===== config.mk =====
export PLATFORM = sky130hd
export DESIGN_NAME = dcs_top
export DESIGN_NICKNAME = d
export VERILOG_FILES = /design/src/rtl/dcs_pkg.sv /design/src/rtl/dcs_chan_if.sv /design/src/rtl/dcs_chan.sv /design/src/rtl/dcs_top.sv
export SDC_FILE = /design/constraint.sdc
export NUM_CORES = 1
export LEC_CHECK = 0
export BUFFER_PORTS_ARGS = -buffer_cell sky130_fd_sc_hd__buf_4
export CAP_MARGIN = 20
export CORE_ASPECT_RATIO = 1.4
export CORE_MARGIN = 2
export CORE_UTILIZATION = 58
export DETAILED_ROUTE_END_ITERATION = 12
export PLACE_DENSITY_LB_ADDON = 0.12
export SYNTH_ARGS = -nofsm -noshare
export SYNTH_HDL_FRONTEND = slang
export SYNTH_HIERARCHICAL = 1
export SYNTH_SLANG_ARGS = --single-unit

===== constraint.sdc =====
create_clock -name clk -period 2.4 [get_ports clk]
set_input_delay 0.24 -clock clk [delete_from_list [all_inputs] [get_ports clk]]
set_output_delay 0.24 -clock clk [all_outputs]
set_load 0.005 [all_outputs]

===== src/rtl/dcs_pkg.sv =====
// package of register map, field layout and reset values for the dma count and status block
package dcs_pkg;
  localparam int unsigned NUM_CH = 8;
  localparam int unsigned CNT_W = 10;
  // byte offsets on the apb bus
  localparam logic [7:0] OFF_COLL = 8'h00;
  localparam logic [7:0] OFF_CHST = 8'h04;
  localparam logic [7:0] OFF_IMASK = 8'h08;
  localparam logic [7:0] OFF_MODE = 8'h0c;
  localparam logic [7:0] OFF_CNT0 = 8'h20;
  // field positions
  localparam int unsigned PCOL_LSB = 8;
  localparam int unsigned RCOL_LSB = 0;
  localparam int unsigned LAST_LSB = 8;
  localparam int unsigned PP_LSB = 0;
  localparam int unsigned IRQ_DONE_LSB = 16;
  // reset values and ping-pong mode encodings
  localparam logic [3:0] LAST_NONE = 4'hf;
  localparam logic [CNT_W-1:0] CNT_RST = 10'h000;
  localparam logic [1:0] MODE_RST = 2'h0;
  localparam logic [1:0] MODE_PP_CONT = 2'h2;
  localparam logic [1:0] MODE_PP_ONE = 2'h3;
endpackage


===== src/rtl/dcs_chan_if.sv =====
// per-channel signals passed between the top and the channel counter
`timescale 1ns/1ps
`default_nettype none
interface dcs_chan_if;
  logic enable;
  logic xfer;
  logic [1:0] mode;
  logic [9:0] count;
  logic done;
  logic pp_sel;
  modport top(output enable, output xfer, output mode, output count, input done, input pp_sel);
  modport chan(input enable, input xfer, input mode, input count, output done, output pp_sel);
endinterface
`default_nettype wire


===== src/rtl/dcs_chan.sv =====
// one channel: transfer counter, block completion and ping-pong select
`timescale 1ns/1ps
`default_nettype none
module dcs_chan (
  input wire logic clk,
  input wire logic reset_n,
  dcs_chan_if.chan ch
);
  logic [9:0] done_cnt_q;
  logic done_q;
  logic pp_q;
  logic last_xfer;
  assign last_xfer = ch.xfer && (done_cnt_q == ch.count);
  assign ch.done = done_q;
  assign ch.pp_sel = pp_q;

  always_ff @(posedge clk or negedge reset_n) begin
    if (!reset_n) begin
      done_cnt_q <= 10'h000;
    end else if (!ch.enable || last_xfer) begin
      done_cnt_q <= 10'h000;
    end else if (ch.xfer) begin
      done_cnt_q <= done_cnt_q + 10'h001;
    end
  end

  always_ff @(posedge clk or negedge reset_n) begin
    if (!reset_n) begin
      done_q <= 1'b0;
    end else begin
      done_q <= ch.enable && last_xfer;
    end
  end

  always_ff @(posedge clk or negedge reset_n) begin
    if (!reset_n) begin
      pp_q <= 1'b0;
    end else if (ch.enable && last_xfer && ch.mode[1]) begin
      pp_q <= ~pp_q;
    end
  end
endmodule
`default_nettype wire


===== src/rtl/dcs_top.sv =====
// dma transfer count and controller status block with apb register access
//
// The implementer's own choices: the address map and the APB register port.
`timescale 1ns/1ps
`default_nettype none
module dcs_top #(
  parameter int unsigned NCH = dcs_pkg::NUM_CH
) (
  input wire logic clk,
  input wire logic reset_n,
  input wire logic psel,
  input wire logic penable,
  input wire logic pwrite,
  input wire logic [7:0] paddr,
  input wire logic [31:0] pwdata,
  output logic [31:0] prdata,
  output logic pready,
  output logic pslverr,
  input wire logic [NCH-1:0] chan_enable,
  input wire logic [NCH-1:0] xfer_pulse,
  input wire logic [NCH-1:0] periph_wcol,
  input wire logic [NCH-1:0] ram_wcol,
  output logic [NCH-1:0] block_done,
  output logic [NCH-1:0] buf_select,
  output logic [NCH*10-1:0] count_out,
  output logic irq
);
  // ----------------------------------------------------------------
  // bus decode
  // ----------------------------------------------------------------
  logic acc;
  logic wr;
  logic rd;
  logic cnt_hit;
  logic [2:0] cnt_idx;
  logic mapped;
  assign acc = psel && penable && !pready;
  assign wr = acc && pwrite;
  assign rd = acc && !pwrite;
  assign cnt_hit = (paddr[7:5] == dcs_pkg::OFF_CNT0[7:5]) && (paddr[1:0] == 2'h0);
  assign cnt_idx = paddr[4:2];
  assign mapped = cnt_hit || paddr == dcs_pkg::OFF_COLL || paddr == dcs_pkg::OFF_CHST
    || paddr == dcs_pkg::OFF_IMASK || paddr == dcs_pkg::OFF_MODE;

  // ----------------------------------------------------------------
  // registers
  // ----------------------------------------------------------------
  logic [9:0] cnt_q [NCH];
  logic [1:0] mode_q [NCH];
  logic [NCH-1:0] pcol_q;
  logic [NCH-1:0] rcol_q;
  logic [NCH-1:0] done_st_q;
  logic [3*NCH-1:0] mask_q;
  logic [3:0] last_q;
  logic [NCH-1:0] done_w;
  logic [NCH-1:0] pp_w;
  logic [3*NCH-1:0] status;

  always_ff @(posedge clk or negedge reset_n) begin
    if (!reset_n) begin
      for (int i = 0; i < NCH; i++) begin
        cnt_q[i] <= dcs_pkg::CNT_RST;
      end
    end else if (wr && cnt_hit) begin
      cnt_q[cnt_idx] <= pwdata[9:0];
    end
  end

  always_ff @(posedge clk or negedge reset_n) begin
    if (!reset_n) begin
      for (int i = 0; i < NCH; i++) begin
        mode_q[i] <= dcs_pkg::MODE_RST;
      end
    end else if (wr && paddr == dcs_pkg::OFF_MODE) begin
      for (int i = 0; i < NCH; i++) begin
        mode_q[i] <= pwdata[2*i +: 2];
      end
    end
  end

  always_ff @(posedge clk or negedge reset_n) begin
    if (!reset_n) begin
      mask_q <= '0;
    end else if (wr && paddr == dcs_pkg::OFF_IMASK) begin
      mask_q <= pwdata[3*NCH-1:0];
    end
  end

  // ----------------------------------------------------------------
  // sticky collision and completion flags, set wins over clear
  // ----------------------------------------------------------------
  logic clr_coll;
  assign clr_coll = wr && paddr == dcs_pkg::OFF_COLL;

  always_ff @(posedge clk or negedge reset_n) begin
    if (!reset_n) begin
      pcol_q <= '0;
      rcol_q <= '0;
    end else begin
      pcol_q <= (pcol_q & ~({NCH{clr_coll}} & pwdata[dcs_pkg::PCOL_LSB +: NCH])) | periph_wcol;
      rcol_q <= (rcol_q & ~({NCH{clr_coll}} & pwdata[dcs_pkg::RCOL_LSB +: NCH])) | ram_wcol;
    end
  end

  always_ff @(posedge clk or negedge reset_n) begin
    if (!reset_n) begin
      done_st_q <= '0;
    end else begin
      done_st_q <= (done_st_q & ~({NCH{clr_coll}} & pwdata[dcs_pkg::IRQ_DONE_LSB +: NCH])) | done_w;
    end
  end

  // ----------------------------------------------------------------
  // last active channel
  // ----------------------------------------------------------------
  logic [3:0] last_d;
  always_comb begin
    last_d = last_q;
    for (int i = 0; i < NCH; i++) begin
      if (xfer_pulse[i] && chan_enable[i]) begin
        last_d = 4'(i);
      end
    end
  end

  always_ff @(posedge clk or negedge reset_n) begin
    if (!reset_n) begin
      last_q <= dcs_pkg::LAST_NONE;
    end else begin
      last_q <= last_d;
    end
  end

  // ----------------------------------------------------------------
  // channels
  // ----------------------------------------------------------------
  for (genvar g = 0; g < NCH; g++) begin : g_ch
    dcs_chan_if cif ();
    assign cif.enable = chan_enable[g];
    assign cif.xfer = xfer_pulse[g];
    assign cif.mode = mode_q[g];
    assign cif.count = cnt_q[g];
    assign done_w[g] = cif.done;
    assign pp_w[g] = cif.pp_sel;
    dcs_chan u_chan (
      .clk(clk),
      .reset_n(reset_n),
      .ch(cif)
    );
  end

  // ----------------------------------------------------------------
  // outputs and read data
  // ----------------------------------------------------------------
  assign status = {done_st_q, pcol_q, rcol_q};

  always_ff @(posedge clk or negedge reset_n) begin
    if (!reset_n) begin
      block_done <= '0;
      buf_select <= '0;
      count_out <= '0;
      irq <= 1'b0;
    end else begin
      block_done <= done_w;
      buf_select <= pp_w;
      for (int i = 0; i < NCH; i++) begin
        count_out[10*i +: 10] <= cnt_q[i];
      end
      irq <= |(status & mask_q);
    end
  end

  logic [31:0] rdat;
  always_comb begin
    rdat = 32'h0000_0000;
    if (cnt_hit) begin
      rdat[9:0] = cnt_q[cnt_idx];
    end else if (paddr == dcs_pkg::OFF_COLL) begin
      rdat[3*NCH-1:0] = status;
    end else if (paddr == dcs_pkg::OFF_CHST) begin
      rdat[dcs_pkg::LAST_LSB +: 4] = last_q;
      rdat[dcs_pkg::PP_LSB +: NCH] = pp_w;
    end else if (paddr == dcs_pkg::OFF_IMASK) begin
      rdat[3*NCH-1:0] = mask_q;
    end else if (paddr == dcs_pkg::OFF_MODE) begin
      for (int i = 0; i < NCH; i++) begin
        rdat[2*i +: 2] = mode_q[i];
      end
    end
  end

  always_ff @(posedge clk or negedge reset_n) begin
    if (!reset_n) begin
      pready <= 1'b0;
      pslverr <= 1'b0;
      prdata <= 32'h0000_0000;
    end else begin
      pready <= acc;
      pslverr <= acc && !mapped;
      prdata <= rd ? rdat : 32'h0000_0000;
    end
  end
endmodule
`default_nettype wire


Word level (Yosys, flattened, before mapping)
Cells that the tools add are included.
{"block": "classes", "addsub": 8, "multipliers": 0, "n_div": 0, "magnitude_cmp": 2, "eq_ne": 12, "shifts": 0, "muxes": 39, "bitwise_logic": 22, "n_reduce_logical": 78}
{"cell": "10-bit 2-to-1 mux", "n": 20}
{"cell": "10-bit by 1-bit adder with 10-bit output (second input constant)", "n": 8}
{"cell": "80-bit bitwise mux", "n": 1}
{"cell": "10-bit == test", "n": 8}
{"cell": "8-bit AND", "n": 6}
{"cell": "24-bit 2-to-1 mux", "n": 2}
{"cell": "1-bit logical AND", "n": 43}
{"cell": "16-bit 2-to-1 mux", "n": 2}
{"cell": "4-bit 2-to-1 mux", "n": 8}
{"cell": "10-bit binary-select mux with 3-bit select", "n": 1}
{"cell": "10-bit demux with 3-bit select", "n": 1}
{"cell": "24-bit AND", "n": 1}
{"cell": "12-bit 2-to-1 mux", "n": 2}
{"cell": "8-bit inverter", "n": 3}
{"cell": "8-bit OR", "n": 3}
{"cell": "24-bit OR reduction", "n": 1}
{"cell": "8-bit by 4-bit == test with 1-bit output (second input constant)", "n": 2}
{"cell": "2-bit nonzero test", "n": 8}
{"cell": "14-bit 2-to-1 mux", "n": 1}
{"cell": "1-bit logical OR", "n": 12}
{"cell": "1-bit zero test", "n": 11}
{"cell": "8-bit by 3-bit == test with 1-bit output (second input constant)", "n": 1}
{"cell": "8-bit zero test", "n": 1}
{"cell": "8-bit 2-to-1 mux", "n": 1}
{"cell": "7 further kinds", "n": 14}
{"block": "totals", "regBits": 367, "latchBits": 0, "ram_bits": 0, "rom_bits": 0, "input_bits": 77, "output_inout_bits": 131, "elab_cells": 213, "memories": 0}

Logic depth before layout (Yosys ltp)
{"block": "logic_depth", "depth_word": 9, "ltp_mapped": 7}

Cells and area by module
Netlist, hierarchy kept.
{"mod": "dcs_top", "n_inst": 1, "cells_per_inst": 640, "area_each_um2": 10264.8, "seq_area_each_um2": 6786.5}
{"mod": "dcs_chan", "n_inst": 8, "cells_per_inst": 69, "area_each_um2": 732.0, "seq_area_each_um2": 300.3}

Worst setup path before layout
No wires, ideal clock.
{"block": "synth_path", "kind": "input to register", "startpoint": "input paddr[6]", "endpoint": "register mode_q, in the netlist g_ch[5].cif.mode[0]", "setup_time_ns": 0.125, "t_arrival_ns": 1.731, "t_required_ns": 2.275, "path_slack_ns": 0.545, "cell_stages": 5, "n_path_buf": 1, "path_cell_list": "nor4_4 -> nand4_1 -> nor2_2 -> buf_6 -> mux2_2"}
{"block": "synth_via", "elab_chain_cells": 2}
{"item": "start: declaration", "line": "dcs_top.sv:14", "rtl": "input wire logic [7:0] paddr,"}
{"item": "8-bit by 4-bit == test with 1-bit output", "line": "dcs_top.sv:74", "rtl": "end else if (wr && paddr == dcs_pkg::OFF_MODE) begin"}
{"item": "1-bit logical AND", "line": "dcs_top.sv:74"}
{"item": "end signal: indexed assignment", "line": "dcs_top.sv:72", "rtl": "mode_q[i] <= dcs_pkg::MODE_RST;"}
{"item": "end signal: indexed assignment", "line": "dcs_top.sv:76", "rtl": "mode_q[i] <= pwdata[2*i +: 2];"}
{"item": "end: declaration", "line": "dcs_top.sv:49", "rtl": "logic [1:0] mode_q [NCH];"}
No other way between the ends.
A chain may end at the register's enable or synchronous reset.

Worst setup path after layout
{"block": "layout_path", "startpoint": "register pready", "endpoint": "register pcol_q[4]"}
{"block": "layout_via", "elab_chain_cells": 8}
{"item": "start: declaration", "line": "dcs_top.sv:17", "rtl": "output logic pready,"}
{"item": "start signal: assignment", "line": "dcs_top.sv:194", "rtl": "pready <= 1'b0;"}
{"item": "start signal: assignment", "line": "dcs_top.sv:198", "rtl": "pready <= acc;"}
{"item": "1-bit zero test", "line": "dcs_top.sv:37", "rtl": "assign acc = psel && penable && !pready;"}
{"item": "1-bit logical AND", "line": "dcs_top.sv:37"}
{"item": "1-bit logical AND", "line": "dcs_top.sv:38", "rtl": "assign wr = acc && pwrite;"}
{"item": "1-bit logical AND", "line": "dcs_top.sv:93", "rtl": "assign clr_coll = wr && paddr == dcs_pkg::OFF_COLL;"}
{"item": "8-bit AND", "line": "dcs_top.sv:100", "rtl": "pcol_q <= (pcol_q & ~({NCH{clr_coll}} & pwdata[dcs_pkg::PCOL_LSB +: NCH])) | periph_wcol;"}
{"item": "8-bit inverter", "line": "dcs_top.sv:100"}
{"item": "8-bit AND", "line": "dcs_top.sv:100"}
{"item": "8-bit OR", "line": "dcs_top.sv:100"}
{"item": "end signal: assignment", "line": "dcs_top.sv:100"}
{"item": "end: declaration", "line": "dcs_top.sv:50", "rtl": "logic [NCH-1:0] pcol_q;"}
No other way between the ends.

==> impl_table.tex <==
\begin{tabular}{lr}
\hline
Metric & Value \\
\hline
\multicolumn{2}{l}{\textbf{Setup path}} \\
\quad Nature of the critical path endpoint & flop \\
\quad Kind of critical path & reg2reg \\
\quad Crit path launch type & flop \\
\quad Worst Path Required & 2810 ps \\
\quad Internal reg-to-reg setup slack & 120 ps \\
\quad CP max FO & 24 \\
\quad Arrival time reported for the critical path endpoint & 2690 ps \\
\multicolumn{2}{l}{\textbf{Placement}} \\
\quad Count of buffers from port buffering & 191 \\
\quad Instance count after placement with tap cells included & 1732 \\
\quad Gpl congestion & 0.9032 \\
\quad Final HPWL from detailed placement & 29.81 mm \\
\multicolumn{2}{l}{\textbf{Clock network}} \\
\quad Clock Root Buffer & sky130\_fd\_sc\_hd\_\_clkbuf\_16 \\
\quad Source-to-sink clock delay at the later pin of the worst-skew pair & 520 ps \\
\quad Bufs on Longest Clock Path & 3 \\
\quad Sink Count & 367 \\
\quad Htree depth & 2 \\
\quad Clock tree from TritonCTS & yes \\
\quad Clock slew seen by the registers of the worst setup and hold paths & 60 ps \\
\quad TritonCTS buffer count & 35 \\
\multicolumn{2}{l}{\textbf{Global route}} \\
\quad All-Layer GR Usage & 0.2908 \\
\quad Global-route wire length before repair & 64.46 mm \\
\quad Via count of the first global-routing pass & 10990 \\
\quad Largest net degree at the start of global routing & 73 \\
\quad Initial antenna violation count & 1 \\
\quad Residual overflow from global routing & 0 \\
\multicolumn{2}{l}{\textbf{Synth}} \\
\quad Cell accounting for the most synthesized area & sky130\_fd\_sc\_hd\_\_dfrtp\_1 \\
\quad Area share of the leading cell type in the synthesized netlist & 0.5635 \\
\quad Yosys warning count & 6 \\
\quad Leading cell types by total area after synthesis & sky130\_fd\_sc\_hd\_\_dfrtp\_1 (56\%), sky130\_fd\_sc\_hd\_\_mux2\_2 (8.5\%), sky130\_fd\_sc\_hd\_\_xnor2\_1 (5.7\%) \\
\quad Number of synthesized register bits & 367 \\
\quad Number of synthesized flops with an enable pin & 0 \\
\quad Average cell area after synthesis & 13.52 µm² \\
\quad Post-synthesis cell area & 0.01612 mm² \\
\quad Cell variety after synth & 50 \\
\quad Async S/R FF share, synth & 1.000 \\
\quad Sequential fraction of the synthesis area & 0.5700 \\
\quad Synthesized instance count & 1192 \\
\quad Top FF cell, synth & sky130\_fd\_sc\_hd\_\_dfrtp\_1 \\
\multicolumn{2}{l}{\textbf{Die}} \\
\quad Effective utilization at floorplan & 0.5867 \\
\quad Die area & 0.02916 mm² \\
\quad Vert. Die Dim & 201.3 µm \\
\quad Count of pins on the block boundary & 208 \\
\quad Count of standard-cell rows & 72 \\
\quad Core Footprint & 0.02748 mm² \\
\quad Die Width & 144.9 µm \\
\multicolumn{2}{l}{\textbf{Power}} \\
\quad Post-route total power & 13180 µW \\
\quad Power per standard cell area & 672.3 mW/mm² \\
\quad Leakage & 0.008943 µW \\
\quad Worst IR drop on VDD & 534.6 µV \\
\multicolumn{2}{l}{\textbf{STA}} \\
\quad Max Transition Viols Final & 0 \\
\quad Final setup skew & 11.84 ps \\
\quad Headroom to the max-slew limit & 0.5338 \\
\quad Number of setup violations in the final report & 0 \\
\quad Part of the cycle the worst path needs & 0.9506 \\
\quad Slew at the pin closest to its max-slew limit & 692.9 ps \\
\quad Final number of hold-violating endpoints & 0 \\
\quad Unrepaired setup endpoints after global routing & no \\
\quad Setup\_tns & 0 ps \\
\quad Minimum clock period after layout & 2281 ps \\
\quad Achievable Freq & 438.3 MHz \\
\multicolumn{2}{l}{\textbf{Min path}} \\
\quad Tightest Hold Check Type & in2reg \\
\multicolumn{2}{l}{\textbf{Final layout}} \\
\quad Share of layout cells above drive strength 1 & 0.3496 \\
\quad Area grow syn2layout & 21.60\% \\
\quad Count of fill cells added during filler insertion & 1901 \\
\quad Final-stage net count & 1517 \\
\quad Count of placed standard cells in the final layout, fillers left out & 1827 \\
\quad Final standard cell utilization of the core & 0.7134 \\
\multicolumn{2}{l}{\textbf{Drt}} \\
\quad Detail-routed via count per cell & 5.792 \\
\quad Detailed-route DRC error count & 0 \\
\quad First-pass detailed-route iteration total & 5 \\
\quad Routed wire length per instance & 22.78 µm \\
\quad Routed vias & 10580 \\
\quad Number of DRC violations after detailed-routing iteration 0 & 683 \\
\quad Count of antenna-violating nets left after detailed routing & 0 \\
\quad Final wirelength & 41.63 mm \\
\multicolumn{2}{l}{\textbf{Outcome}} \\
\quad Status & complete, no violations \\
\multicolumn{2}{l}{\textbf{Job}} \\
\quad Maximum capacitance violations & 0 \\
\hline
\end{tabular}
[repair_timing]
item                       4_1_cts  5_1_grt
setup endpoints to repair        0        1
setup buffers                    0        0
hold endpoints to repair        75        0
hold buffers                    33        0
gates resized for setup          0        1
[sequential cells by signal, summed over array words and instances (netlist names)]
signal / cells
pslverr: 1
rcol_q: 8
irq: 1
last_q: 4
g_ch.cif.count: 80
block_done: 8
g_ch.u_chan/done_cnt_q: 80
g_ch.u_chan/ch.pp_sel: 8
pcol_q: 8
count_out: 80
g_ch.cif.mode: 16
done_st_q: 8
pready: 1
mask_q: 24
buf_select: 8
g_ch.u_chan/ch.done: 8
prdata: 24
[logic make-up (layout without fill, tap and decap cells)]
logic type	after synthesis	count (layout)	synth area share
AOI/OAI and AO/OA	69	69	0.03982
xor gates and xnor gates	160	160	0.09811
adders and majority gates	8	8	0.006209
buffers and inverters	72	329	0.02096
DFF	367	367	0.5700
muxes	178	178	0.1450
other	1	9	0.0002326
and+or+nand+nor	337	337	0.1197
[cells in the final DEF (no fill, tap or decap), types with 22 or more instances in the layout]
cell                              n
sky130_fd_sc_hd__mux2i_1         22
sky130_fd_sc_hd__nand4_1         36
sky130_fd_sc_hd__a21o_1          24
sky130_fd_sc_hd__dfrtp_1        363
sky130_fd_sc_hd__xnor2_2         24
sky130_fd_sc_hd__inv_1           24
sky130_fd_sc_hd__nor2_1         104
sky130_fd_sc_hd__xor2_1          32
sky130_fd_sc_hd__xnor2_1        104
sky130_fd_sc_hd__mux4_2          32
sky130_fd_sc_hd__dlygate4sd3_1   33
sky130_fd_sc_hd__buf_4          203
sky130_fd_sc_hd__nand3_1         24
sky130_fd_sc_hd__nand2_1         67
sky130_fd_sc_hd__clkbuf_16       37
sky130_fd_sc_hd__a22oi_1         22
sky130_fd_sc_hd__nor3_1          24
sky130_fd_sc_hd__mux2_2         121
[layer usage]
metal,track usage,vias to the layer above,wire length [µm]
met5,0,-,0
met4,0.1269,0,1850
met3,0.04989,97,2593
met2,0.5015,397,21410
met1,0.3634,5418,15780
li1,-,4670,-
[stage by stage]
step                      hold slack [ps]  setup slack, ps  instance area [µm²]
after floorplan                    -55.59            544.7                16150
after global placement              157.7            357.0                18040
after detailed placement            161.4            330.1                18040
after CTS                           3.075            21.71                19600
after global routing                9.187            39.74                19600
final                               18.54            118.6                19600
[final timing paths]
kind                                             start  depth (start not counted)                           end
worst min-delay path                    chan_enable[2]                          3        g_ch[2].u_chan/ch.done
max in group asynchronous                      reset_n                          3                     last_q[3]
worst max register to register                  pready                          6                     pcol_q[4]
worst min register to register  g_ch[1].u_chan/ch.done                          0                 block_done[1]
worst max-delay path                            pready                          6                     pcol_q[4]
min in group asynchronous                      reset_n                          2  g_ch[0].u_chan/done_cnt_q[0]
[cell usage after synthesis (32+ instances only)]
| library cell | instances |
|---|---|
| sky130_fd_sc_hd__mux4_2 | 32 |
| sky130_fd_sc_hd__dfrtp_1 | 363 |
| sky130_fd_sc_hd__xor2_1 | 32 |
| sky130_fd_sc_hd__nand2_1 | 67 |
| sky130_fd_sc_hd__nand4_1 | 36 |
| sky130_fd_sc_hd__mux2_2 | 121 |
| sky130_fd_sc_hd__nor2_1 | 104 |
| sky130_fd_sc_hd__xnor2_1 | 104 |
[area by class of cell]
class,instances,area (µm²),share of cell area
Sequential cell,367,9189,0.4688
Multi-Input combinational cell,760,6621,0.3378
Tap cell,370,462.9,0.02362
Clock buffer,50,1045,0.05330
Clock inverter,11,182.7,0.009319
Timing Repair Buffer,244,2009,0.1025
Inverter,24,90.09,0.004596
Antenna cell,1,2.502,0.0001277
[critical path, cell delays in order, from the launching register on]
cell	delay, ps
sky130_fd_sc_hd__dfrtp_1	380
sky130_fd_sc_hd__and3b_2	410
sky130_fd_sc_hd__and4_1	230
sky130_fd_sc_hd__buf_4	290
sky130_fd_sc_hd__nand2_1	110
sky130_fd_sc_hd__a21o_1	200
sky130_fd_sc_hd__dlygate4sd3_1	550
[power breakdown]
part / switching (µW) / internal, µW / total [µW]
clock: 2310 / 3570 / 5880
combinational: 501 / 380 / 881
sequential: 121 / 6300 / 6420
Power figures use the tool's default switching activity.
